===== src/include/bse_pkg.sv =====
// Package for the bit-set execution block: encodings, layouts and types
package bse_pkg;

	// ************************************************************
	// Widths
	// ************************************************************
	localparam int BSE_DATA_W = 8;
	localparam int BSE_BANK_W = 4;
	localparam int BSE_FILE_W = 8;
	localparam int BSE_ADDR_W = BSE_BANK_W + BSE_FILE_W;
	localparam int BSE_BIT_W = 3;

	// ************************************************************
	// Instruction word layout
	// ************************************************************
	localparam int BSE_OPC_MSB = 15;
	localparam int BSE_OPC_LSB = 12;
	localparam int BSE_BIT_MSB = 11;
	localparam int BSE_BIT_LSB = 9;
	localparam int BSE_BANKSEL_POS = 8;
	localparam int BSE_FILE_MSB = 7;
	localparam int BSE_FILE_LSB = 0;
	localparam logic [3:0] BSE_OPC_SET = 4'h8;

	// ************************************************************
	// Access bank and indexed offset limits
	// ************************************************************
	localparam logic [BSE_FILE_W-1:0] BSE_ACCESS_LOW_MAX = 8'h5F;
	localparam logic [BSE_BANK_W-1:0] BSE_ACCESS_LOW_BANK = 4'h0;
	localparam logic [BSE_BANK_W-1:0] BSE_ACCESS_HIGH_BANK = 4'hF;

	// ************************************************************
	// Reset values
	// ************************************************************
	localparam logic [BSE_ADDR_W-1:0] BSE_ADDR_RST = 12'h000;
	localparam logic [BSE_DATA_W-1:0] BSE_DATA_RST = 8'h00;

	// ************************************************************
	// Types
	// ************************************************************
	typedef enum logic [3:0] {
		BSE_ST_DECODE = 4'h1,
		BSE_ST_READ = 4'h2,
		BSE_ST_PROCESS = 4'h4,
		BSE_ST_WRITE = 4'h8
	} bse_state_t;

	typedef struct packed {
		logic [BSE_BIT_W-1:0] bit_sel;
		logic bank_choice;
		logic [BSE_FILE_W-1:0] file_addr;
	} bse_instr_t;

	typedef struct packed {
		logic [BSE_ADDR_W-1:0] addr;
		logic rd;
		logic wr;
		logic [BSE_DATA_W-1:0] wdata;
	} bse_mem_req_t;

endpackage : bse_pkg


===== src/hdl/bse_exec.sv =====
// Execution logic of the four-phase (decode, read, process, write) bit-set-file operation
`timescale 1ns/10ps

module bse_exec
	#(
	parameter int ADDR_W = bse_pkg::BSE_ADDR_W,
	parameter int BANK_W = bse_pkg::BSE_BANK_W,
	parameter int DATA_W = bse_pkg::BSE_DATA_W
	)
	(
	input wire logic core_clk,
	input wire logic rst_b,
	input wire logic instr_valid,
	input wire logic [15:0] instr_word,
	input wire logic ext_set_en,
	input wire logic [bse_pkg::BSE_BANK_W-1:0] bank_select_register,
	input wire logic [bse_pkg::BSE_ADDR_W-1:0] index_base,
	input wire logic [bse_pkg::BSE_DATA_W-1:0] mem_rdata,
	output bse_pkg::bse_mem_req_t mem_req,
	output logic busy,
	output logic done,
	output logic status_we
	);

	import bse_pkg::*;

	// ************************************************************
	// Parameter checks
	// ************************************************************
	// Field layout is fixed by the instruction word, so only the
	// documented widths can be served.
	generate
		if (ADDR_W != BSE_ADDR_W || BANK_W != BSE_BANK_W ||
			DATA_W != BSE_DATA_W)
		begin : g_bad_param
			$error("bse_exec: unsupported width parameters");
		end
	endgenerate

	// ************************************************************
	// Functions
	// ************************************************************
	function automatic logic [BSE_DATA_W-1:0] bit_mask
		(input logic [BSE_BIT_W-1:0] sel);
		logic [BSE_DATA_W-1:0] m;
		m = {{(BSE_DATA_W-1){1'b0}}, 1'b1};
		bit_mask = m << sel;
	endfunction : bit_mask

	function automatic logic [BSE_ADDR_W-1:0] general_purpose_register_addr
		(input bse_instr_t ins,
		 input logic ext_en,
		 input logic [BSE_BANK_W-1:0] bank,
		 input logic [BSE_ADDR_W-1:0] base);
		logic [BSE_ADDR_W-1:0] a;
		a = BSE_ADDR_RST;
		if (ins.bank_choice)
		begin
			a = {bank, ins.file_addr};
		end
		else if (ext_en && ins.file_addr <= BSE_ACCESS_LOW_MAX)
		begin
			// Offset from the index pointer; wraps within the space
			a = BSE_ADDR_W'(base + {{BSE_BANK_W{1'b0}}, ins.file_addr});
		end
		else if (ins.file_addr <= BSE_ACCESS_LOW_MAX)
		begin
			a = {BSE_ACCESS_LOW_BANK, ins.file_addr};
		end
		else
		begin
			a = {BSE_ACCESS_HIGH_BANK, ins.file_addr};
		end
		general_purpose_register_addr = a;
	endfunction : general_purpose_register_addr

	// ************************************************************
	// Decode
	// ************************************************************
	bse_state_t state;
	bse_instr_t decoded;
	bse_instr_t held;
	logic is_set_op;
	logic accept;

	assign decoded.bit_sel = instr_word[BSE_BIT_MSB:BSE_BIT_LSB];
	assign decoded.bank_choice = instr_word[BSE_BANKSEL_POS];
	assign decoded.file_addr = instr_word[BSE_FILE_MSB:BSE_FILE_LSB];
	// Other opcodes are left to their own executors
	assign is_set_op = instr_word[BSE_OPC_MSB:BSE_OPC_LSB] == BSE_OPC_SET;
	assign accept = state == BSE_ST_DECODE && instr_valid && is_set_op;

	// ************************************************************
	// Phase sequencer
	// ************************************************************
	always_ff @(posedge core_clk)
	begin
		if (!rst_b)
		begin
			state <= BSE_ST_DECODE;
		end
		else
		begin
			case (state)
				BSE_ST_DECODE:
				begin
					if (accept)
					begin
						state <= BSE_ST_READ;
					end
				end
				BSE_ST_READ:
				begin
					state <= BSE_ST_PROCESS;
				end
				BSE_ST_PROCESS:
				begin
					state <= BSE_ST_WRITE;
				end
				BSE_ST_WRITE:
				begin
					state <= BSE_ST_DECODE;
				end
				default:
				begin
					state <= BSE_ST_DECODE;
				end
			endcase
		end
	end

	// Operand capture: later word changes do not disturb the write
	always_ff @(posedge core_clk)
	begin
		if (!rst_b)
		begin
			held <= '0;
		end
		else if (accept)
		begin
			held <= decoded;
		end
	end

	// ************************************************************
	// Memory request
	// ************************************************************
	logic [BSE_ADDR_W-1:0] req_addr;
	logic req_rd;
	logic req_wr;
	logic [BSE_DATA_W-1:0] req_wdata;

	// One driver for the whole bundle; every field is a flop
	assign mem_req = {req_addr, req_rd, req_wr, req_wdata};

	always_ff @(posedge core_clk)
	begin
		if (!rst_b)
		begin
			req_addr <= BSE_ADDR_RST;
		end
		else if (accept)
		begin
			// Address resolved once; the same word is read and written
			req_addr <= general_purpose_register_addr(decoded,
				ext_set_en, bank_select_register, index_base);
		end
	end

	always_ff @(posedge core_clk)
	begin
		if (!rst_b)
		begin
			req_rd <= 1'b0;
		end
		else
		begin
			req_rd <= accept;
		end
	end

	always_ff @(posedge core_clk)
	begin
		if (!rst_b)
		begin
			req_wdata <= BSE_DATA_RST;
			req_wr <= 1'b0;
		end
		else if (state == BSE_ST_PROCESS)
		begin
			req_wdata <= mem_rdata | bit_mask(held.bit_sel);
			req_wr <= 1'b1;
		end
		else
		begin
			req_wr <= 1'b0;
		end
	end

	// ************************************************************
	// Status
	// ************************************************************
	always_ff @(posedge core_clk)
	begin
		if (!rst_b)
		begin
			busy <= 1'b0;
			done <= 1'b0;
		end
		else
		begin
			if (accept)
			begin
				busy <= 1'b1;
			end
			else if (state == BSE_ST_WRITE)
			begin
				busy <= 1'b0;
			end
			done <= state == BSE_ST_WRITE;
		end
	end

	// Flag write enable held low: this operation never alters flags
	always_ff @(posedge core_clk)
	begin
		if (!rst_b)
		begin
			status_we <= 1'b0;
		end
		else
		begin
			status_we <= 1'b0;
		end
	end

endmodule : bse_exec


===== config.mk =====
export PLATFORM = sky130hd
export DESIGN_NAME = bse_exec
export DESIGN_NICKNAME = d
export VERILOG_FILES = /design/src/include/bse_pkg.sv /design/src/hdl/bse_exec.sv
export SDC_FILE = /design/constraint.sdc
export NUM_CORES = 1
export LEC_CHECK = 0
export BUFFER_PORTS_ARGS = -buffer_cell sky130_fd_sc_hd__buf_2
export CORE_ASPECT_RATIO = 0.7
export CORE_MARGIN = 4
export CORE_UTILIZATION = 30
export DETAILED_ROUTE_END_ITERATION = 8
export HOLD_SLACK_MARGIN = 0.02
export PLACE_DENSITY_LB_ADDON = 0.15
export REMOVE_ABC_BUFFERS = 1
export SKIP_LAST_GASP = 1
export SLEW_MARGIN = 20
export SYNTH_ARGS = -nofsm -noshare
export SYNTH_HDL_FRONTEND = slang
export SYNTH_SLANG_ARGS = --single-unit

===== constraint.sdc =====
create_clock -name core_clk -period 3.88 [get_ports core_clk]
set_input_delay 0.388 -clock core_clk [delete_from_list [all_inputs] [get_ports core_clk]]
set_output_delay 0.388 -clock core_clk [all_outputs]
set_load 0.05 [all_outputs]

Yosys cells after proc, flatten, opt, wreduce, memory -nomap -nowiden:

Cells that the tools add are included.

* register bits: 31
* output and inout port bits: 25
* word-level logic and storage cells: 30

* shift-type cells: 1
* eq/ne operators: 6
* order comparisons: 1
* reductions and logical operators: 4
* add/sub/neg operators: 1
* multiplexer cells: 8
* bitwise gates (word level): 1

Operator list (count)
* $mux W12: 3
* $add A12 B8 Y12: 1
* $pmux W4 S3: 1
* $eq A4 B4 Y1 const B: 2
* $le A8 B7 Y1 const B: 1
* $or A8 B8 Y8: 1
* $shl A1 B3 Y8 const A: 1
* $eq A4 B1 Y1 const B: 1
* $eq A4 B2 Y1 const B: 1
* $eq A4 B3 Y1 const B: 1
* $mux W4: 1
* $logic_and A1 B1 Y1: 3
* $mux W1: 3
* $ne A2 B2 Y1 const B: 1
* $reduce_bool A2 Y1: 1

Logic depth before layout (Yosys ltp):

Gate-level depths: netlist of the first run.

* depth in word-level cells: 5
* mapped depth: 8
* mapped depth without buffers: 8

Worst setup path after synthesis of the first run:

No wires, ideal clock.

* kind: input to register
* start point: in instr_word[0]
* end point: reg req_addr[8]
* stages: 8
* buffers on the path: 0
* arrival: 1.810 ns
* setup time: 0.070 ns
* slack: 2.000 ns
* cells stage by stage: ha_1 inv_1 fa_1 nor2b_1 o31ai_1 a21o_1 a211o_1 a21oi_1

* longest elaborated chain between the ends: 4
* elaborated cells between the ends (all ways): 6

RTL lines
* start: declaration: RTL line bse_exec.sv:14 `input wire logic [15:0] instr_word,`
* $le A8 B7 Y1: RTL line bse_exec.sv:61, bse_exec.sv:66
* $mux W12 / $logic_and A1 B1 Y1 (equally long branches): RTL line bse_exec.sv:66, bse_exec.sv:61
* $mux W12 *: RTL line bse_exec.sv:61 `else if (ext_en && ins.file_addr <= BSE_ACCESS_LOW_MAX)`
* $mux W12 *: RTL line bse_exec.sv:57 `if (ins.bank_choice)`
* end signal: assignment: RTL line bse_exec.sv:165 `req_addr <= general_purpose_register_addr(decoded,`
* end: declaration: RTL line bse_exec.sv:148 `logic [BSE_ADDR_W-1:0] req_addr;`

Every way passes the cells marked *; elsewhere a longest branch is shown, timed or not.
A chain may end at the register's enable or synchronous reset.

Worst setup path after layout of the first run:

* start point: in instr_word[7]
* end point: reg req_addr[11]

The elaborated chain is that of the path after synthesis.

==> run_results.csv, run 1 <==
group,metric,value,unit
worst_setup_path,slowest_stage,"ha_1",
grt,grt_antenna_before_repair,0,
floorplan,num_io_pins,69,
floorplan,dieHeight,72,um
yosys,synth.top_cells.by_count,"dfxtp_1, a21oi_1, o21ai_0",
place,io_buffers,67,
routing,routed_via_density,4.86,
timing,slew_headroom,62.0,%
worst_setup_path,crit_fanout,6,
cts,postCtsSetupBuffers,0,
floorplan,core.rowCount,23,
worst_setup_path,arrival,2.06,ns
worst_setup_path,crit_chain,"buf_2, ha_1, a21oi_1, o211ai_1, o2111ai_1, nor4_1, or3_1",
layout,seq_area,621,um^2
place,hpwl,3520,um
routing,drt_iter0_markers,83,
worst_setup_path,slowest_delay,0.39,ns
timing,setup_viol,0,
cts,cts_num_sinks,31,
layout,multi_input_area,0.00102,mm^2
layout,antennaDiodeCount,0,
worst_setup_path,path_class,"input pin to register",
place,pre_cts_ws,1.71,ns
yosys,synth_top_family_by_area,"compound AO/OA/AOI/OAI gates",
floorplan,initial_utilization,30.8,%
cts,post_cts_resized,0,
yosys,syn_area_per_cell,8.36,um^2
timing,setup_ws,1.99,ns
grt,grt_util_all_layers,13.4,%
timing,final_max_slew_viol_count,0,
place,placed_cells,340,
timing,fmax,0.528,GHz
grt,grt.overflow.total,0,
yosys,synthSimpleGateAreaFrac,20.0,%
layout,syn2layout_area_growth,25.0,%
yosys,synth.most_common_cell,"dfxtp_1",
cts,clk_latency,0.28,ns
yosys,syn-cell-area,0.00176,mm^2
timing,fin_crit,1.89,ns
cts,ctsHoldBuffers,0,
cts,cts_tree,"done",
routing,wire_per_inst,13.6,um
cts,root_buffer,"clkbuf_8",
power_and_ir_drop,switchingPower,0.198,mW
timing,tns,0,ns
power_and_ir_drop,powerDensity,324,mW/mm^2
timing,rsz0062_at_grt,"no",
worst_setup_path,critPathRequiredTime,4.04,ns
yosys,ys_ff_latch,31,
yosys,synth_area_leaders,"dfxtp_1, a21oi_1, o21ai_0, ha_1, a31oi_1",
routing,vias,1685,
floorplan,die_w,99.4,um
cts,numCtsBuffers,5,
layout,nets,325,
worst_setup_path,reg2reg_slack,2.17,ns
cts,cts.clk_slew.worst_paths,0.07,ns
yosys,synth-main-ff-cell,"dfxtp_1",
grt,grt_max_degree,31,
timing,post-route-period-util,48.8,%
yosys,post_synth_num_cell_types,52,
power_and_ir_drop,p_int,0.513,mW
cts,clock_path_buffers,2,
layout,n_fill_cell,616,
yosys,synth_top_area_share,35.4,%
timing,worst_pin_slew,0.566,ns
routing,drc,0,
yosys,synth_edf_count,0,
layout,drive_above_1_share,29.8,%
yosys,synth_top_cell_by_area,"dfxtp_1",
routing,antenna_left,0,
layout,final_cells,347,
power_and_ir_drop,combPwrFrac,18.2,%
yosys,muxShareOfSynthArea,2.28,%
power_and_ir_drop,netSwitchingFraction,27.8,%
floorplan,die-area,0.00716,mm^2
power_and_ir_drop,power_frac_clock,36.2,%
status,outcome,"completed",
power_and_ir_drop,pwr-share-seq,45.6,%
grt,grt_pass1_vias,1494,
timing,skew,0.00759,ns
yosys,synth-xor-area-share,2.00,%
power_and_ir_drop,leakagePower,0.996,nW
yosys,yosysWarnings,0,
routing,dr.pass1.iters,4,
yosys,synth_compound_area_share,26.7,%
worst_setup_path,end_kind,"register",
yosys,syn_inst,210,
worst_setup_path,worst_setup_path_start_kind,"input pin",
hold_path,hold_class,"input pin to register",
cts,cts-htree-levels,2,
place,place_congestion,0.797,
job,cap_violations,0,
routing,finalWirelength,4710,um
timing,hold_violations,0,
yosys,synthAdderAreaFrac,6.84,%
floorplan,core-area,0.00570,mm^2
power_and_ir_drop,irDropWorstVdd,122,uV
yosys,synth-async-reset-ratio,0,%
grt,grt_pass1_wl,7550,um
yosys,synth-seq-area-share,35.4,%
-- worst max-delay path: cells and delay by family --
family / cells / cell delay (ns)
adder cells (fa/ha/maj): 1 / 0.39
AO/OA/AOI/OAI: 3 / 0.79
buffers and inverters: 1 / 0.11
AND/OR/NAND/NOR: 2 / 0.38
-- through the flow --
stage | hold slack [ns] | instance area [um^2] | total power, mW | util (%)
finish | 0.346 | 2190 | 0.711 | 38.5
global route | 0.361 | 2190 | 0.750 | 38.5
CTS | 0.339 | 2190 | 0.721 | 38.5
detailed placement | 0.468 | 2110 | 0.460 | 37.0
global placement | 0.469 | 2110 | 0.460 | 37.0
floorplan | 0.434 | 1680 | 0.412 | -
-- per-layer routing --
layer	vias to the layer above	share of wire, %	track usage, %
li1	883	-	-
met1	752	51	20.7
met2	48	41	17.5
met3	2	6.8	4.32
met4	0	0.64	3.64
met5	-	0	0
-- final timing paths --
path / from / to / cells past startpoint
max: instr_word[7] / req_addr[11] / 7
min: instr_word[11] / held[11] / 3
max reg2reg: state[2] / req_addr[9] / 5
min reg2reg: state[1] / state[2] / 2
-- layout by cell type (no fill, tap or decap), types with 2 or more instances in the layout --
cell type and count:
buf_2 67, dfxtp_1 31, a21oi_1 23, o21ai_0 22
nor2_1 16, nand2_1 16, a31oi_1 12, inv_1 9
ha_1 8, clkbuf_8 6, and2_1 5, mux2i_1 4
nand3_1 4, and3_1 3, a311oi_1 3, o211ai_1 3
nand3b_1 3, a211oi_1 2, o31ai_1 2, a21o_1 2
xor2_1 2, xnor2_1 2
-- kinds of logic after synthesis --
kind of cell | count (synthesis)
buf+inv | 22
compound gates | 76
flops | 31
other cells | 1
mux | 4
simple gates | 63
fa+ha+maj | 9
xor+xnor | 4
-- power by group through the flow --
stage               clock network, mW  registers [mW]  logic [mW]
CTS                             0.268           0.324       0.129
global route                    0.280           0.325       0.145
global placement                    0           0.331       0.129
detailed placement                  0           0.331       0.129
finish                          0.257           0.324       0.130
floorplan                           0           0.342      0.0701
-- state kept, by name, summed over array words and instances (netlist names) --
register   count
busy           1
done           1
req_wr         1
req_addr      12
req_rd         1
state          4
req_wdata      8
held           3
-- cell type report --
cell class / count / share of cell area [%]
flip-flops and latches: 31 / 28.3
clock inverters: 1 / 0.228
inverters: 10 / 1.71
multi-input cells: 157 / 46.5
well taps: 75 / 4.28
clock buffers: 6 / 3.76
repair buffers: 67 / 15.3
Power figures use the tool's default switching activity.
==> inputs of run 2 (changes only) <==
Settings changed: ABC_AREA set to 1.
Clock period 3.88 ns to 1.7 ns, I/O delays scaled along.
==> run_results.csv, run 2 <==
group,metric,value,unit
routing,met1Wirelength,2910,um
power_and_ir_drop,netSwitchingFraction,29.0,%
yosys,synth_area_leaders,"dfxtp_1, nand2_1, a21oi_1, o21ai_0, inv_1",
worst_setup_path,worstReg2RegEnd,"req_addr[8]",
yosys,synth.top_cells.by_count,"nand2_1, a21oi_1, dfxtp_1",
layout,nets,387,
routing,dr.pass1.iters,4,
yosys,ys_ff_latch,31,
routing,finalWirelength,5220,um
layout,regMostFlops,"req_addr",
timing,final_max_slew_viol_count,0,
grt,grt_max_degree,18,
power_and_ir_drop,power_frac_clock,34.4,%
floorplan,initial_utilization,31.3,%
layout,final_util,39.7,%
worst_setup_path,slowest_stage,"fa_1",
power_and_ir_drop,p_int,1.14,mW
floorplan,dieHeight,73.0,um
cts,postCtsSetupBuffers,0,
layout,mostFrequentLayoutCells,"buf_2, nand2_1, a21oi_1",
yosys,synth_compound_area_share,20.5,%
cts,numCtsBuffers,5,
floorplan,core-area,0.00578,mm^2
worst_setup_path,crit_buf_inv,3,
layout,largest_reg_flops,12,
cts,cts_tree,"done",
hold_path,min-delay-start,"mem_rdata[6]",
place,dpl-instance-area,0.00222,mm^2
floorplan,core.rowCount,23,
timing,tns,0,ns
layout,final_cells,410,
place,io_buffers,67,
timing,setup_ws,0.226,ns
place,hpwl,4100,um
routing,antenna_left,0,
cts,cts_num_sinks,31,
layout,multi_input_area,0.00101,mm^2
cts,cts.clk_slew.worst_paths,0.07,ns
yosys,synth-xor-area-share,1.45,%
cts,clk_latency,0.28,ns
cts,root_buffer,"clkbuf_8",
layout,antennaDiodeCount,0,
grt,grt_antenna_before_repair,0,
worst_setup_path,path_class,"input pin to register",
worst_setup_path,reg2reg_slack,0.28,ns
yosys,post_synth_num_cell_types,30,
routing,topRoutingLayerUsed,"met4",
yosys,synth_top_cell_by_area,"dfxtp_1",
floorplan,num_io_pins,69,
grt,grt_pass1_vias,1728,
power_and_ir_drop,switchingPower,0.465,mW
worst_setup_path,crit_chain,"buf_2, ha_1, inv_1, fa_1, inv_1, nand3_1, nand3_1, nand2_1, nand3b_1, nand3_1, a21oi_1",
yosys,synthAdderAreaFrac,6.63,%
yosys,synth-async-reset-ratio,0,%
cts,clock_path_buffers,2,
routing,drt_iter0_markers,75,
routing,vias,1836,
floorplan,die_w,101,um
hold_path,holdPathStages,3,
layout,syn2layout_area_growth,27.0,%
worst_setup_path,worst_setup_path_start_kind,"input pin",
grt,grt_pass1_wl,8290,um
hold_path,hold_class,"input pin to register",
status,outcome,"completed",
yosys,syn_inst,264,
routing,routed_via_density,4.48,
layout,fin_area,0.00230,mm^2
timing,hold_violations,0,
cts,post_cts_resized,0,
power_and_ir_drop,pwr-share-seq,46.2,%
cts,cts-htree-levels,2,
layout,n_fill_cell,634,
timing,skew,0.00516,ns
worst_setup_path,crit_fanout,3,
worst_setup_path,arrival,1.68,ns
place,place_congestion,0.836,
yosys,yosysWarnings,0,
layout,final_common_cell,"buf_2",
timing,rsz0062_at_grt,"no",
timing,post-route-period-util,86.7,%
yosys,synth_top_area_share,34.3,%
layout,seq_area,621,um^2
yosys,syn-cell-area,0.00181,mm^2
worst_setup_path,end_kind,"register",
timing,setup_viol,0,
layout,top_regs,"req_addr: 12 flops, req_wdata: 8 flops, state: 4 flops",
power_and_ir_drop,combPwrFrac,19.4,%
yosys,muxShareOfSynthArea,0,%
place,pre_cts_ws,-0.0294,ns
hold_path,hold_end,"req_wdata[6]",
worst_setup_path,slowest_delay,0.39,ns
yosys,synth_edf_count,0,
power_and_ir_drop,leakagePower,1.19,nW
timing,fin_crit,1.47,ns
routing,drc,0,
grt,grt.overflow.total,0,
layout,drive_above_1_share,26.0,%
cts,ctsHoldBuffers,0,
yosys,synth-main-ff-cell,"dfxtp_1",
routing,wl_met3,422,um
power_and_ir_drop,powerDensity,698,mW/mm^2
routing,wire_per_inst,12.7,um
place,placed_cells,402,
floorplan,die-area,0.00736,mm^2
yosys,synth-seq-area-share,34.3,%
yosys,synth_top_family_by_area,"simple AND/OR/NAND/NOR gates",
worst_setup_path,reg2reg_from,"state[0]",
worst_setup_path,cp_common_cell,"nand3_1",
worst_setup_path,cpLargestDelayFamily,"adder cells",
power_and_ir_drop,irDropWorstVdd,353,uV
yosys,syn_area_per_cell,6.86,um^2
grt,grt_util_all_layers,14.4,%
routing,dr_wl_met2,1830,um
worst_setup_path,critPathRequiredTime,1.91,ns
job,cap_violations,0,
yosys,synthSimpleGateAreaFrac,27.2,%
worst_setup_path,reg2regPathDepth,7,
timing,fmax,0.678,GHz
yosys,synth.most_common_cell,"nand2_1",
run 2: cell types whose count changed after synthesis, sizes merged, moves of 5 or more:
cell,before,now
a21oi,23,40
nand2,16,53
a31oi,12,3
nor2,16,25
nand3,5,22
and2,5,0
inv,9,30
run 2: worst max-delay path by stage:
stage                       start           to  cells after the start
floorplan           instr_word[0]  req_addr[6]                     11
global placement    instr_word[0]  req_addr[6]                     12
detailed placement  instr_word[0]  req_addr[6]                     12
CTS                 instr_word[0]  req_addr[8]                     11
global route             state[0]  req_addr[7]                      7
finish              instr_word[0]  req_addr[8]                     11
run 2: cell type report:
| type | count | area share, % |
|---|---|---|
| Inverter | 31 | 5.06 |
| Clock inverter | 1 | 0.218 |
| Timing Repair Buffer | 72 | 16.2 |
| Tap cell | 75 | 4.08 |
| Sequential cell | 31 | 27.0 |
| Clock buffer | 7 | 3.32 |
| Multi-Input combinational cell | 193 | 44.1 |
run 2: cells by family after synthesis:
logic type / Yosys count
simple gates: 109
compound gates: 71
buf+inv: 40
flops: 31
fa+ha+maj: 9
xor+xnor: 3
other cells: 1
run 2: routing by layer:
layer	global-route usage, %	vias up
met5	0	-
met1	23.2	757
li1	-	1010
met4	4.19	0
met2	17.7	62
met3	4.39	7
run 2: stage by stage:
step / power [mW] / hold WS [ns]
after global placement: 1.07 / 0.435
after global routing: 1.71 / 0.161
after floorplan: 0.947 / 0.269
after CTS: 1.62 / 0.150
final: 1.60 / 0.152
after detailed placement: 1.07 / 0.443
run 2: power by group through the flow:
| stage | combinational, mW | clock, mW | sequential (mW) |
|---|---|---|---|
| 4_1_cts | 0.311 | 0.571 | 0.741 |
| 3_3_place_gp | 0.309 | 0 | 0.757 |
| 2_1_floorplan | 0.167 | 0 | 0.780 |
| 5_1_grt | 0.350 | 0.615 | 0.742 |
| 6_report | 0.311 | 0.551 | 0.741 |
| 3_5_place_dp | 0.309 | 0 | 0.757 |
run 2: worst reg2reg max path: stages (launching register included):
cell	delay, ns
dfxtp_1	0.33
inv_1	0.06
nor2_2	0.15
nand4_4	0.27
inv_2	0.12
nand2_1	0.10
a21oi_1	0.19
a21oi_1	0.09
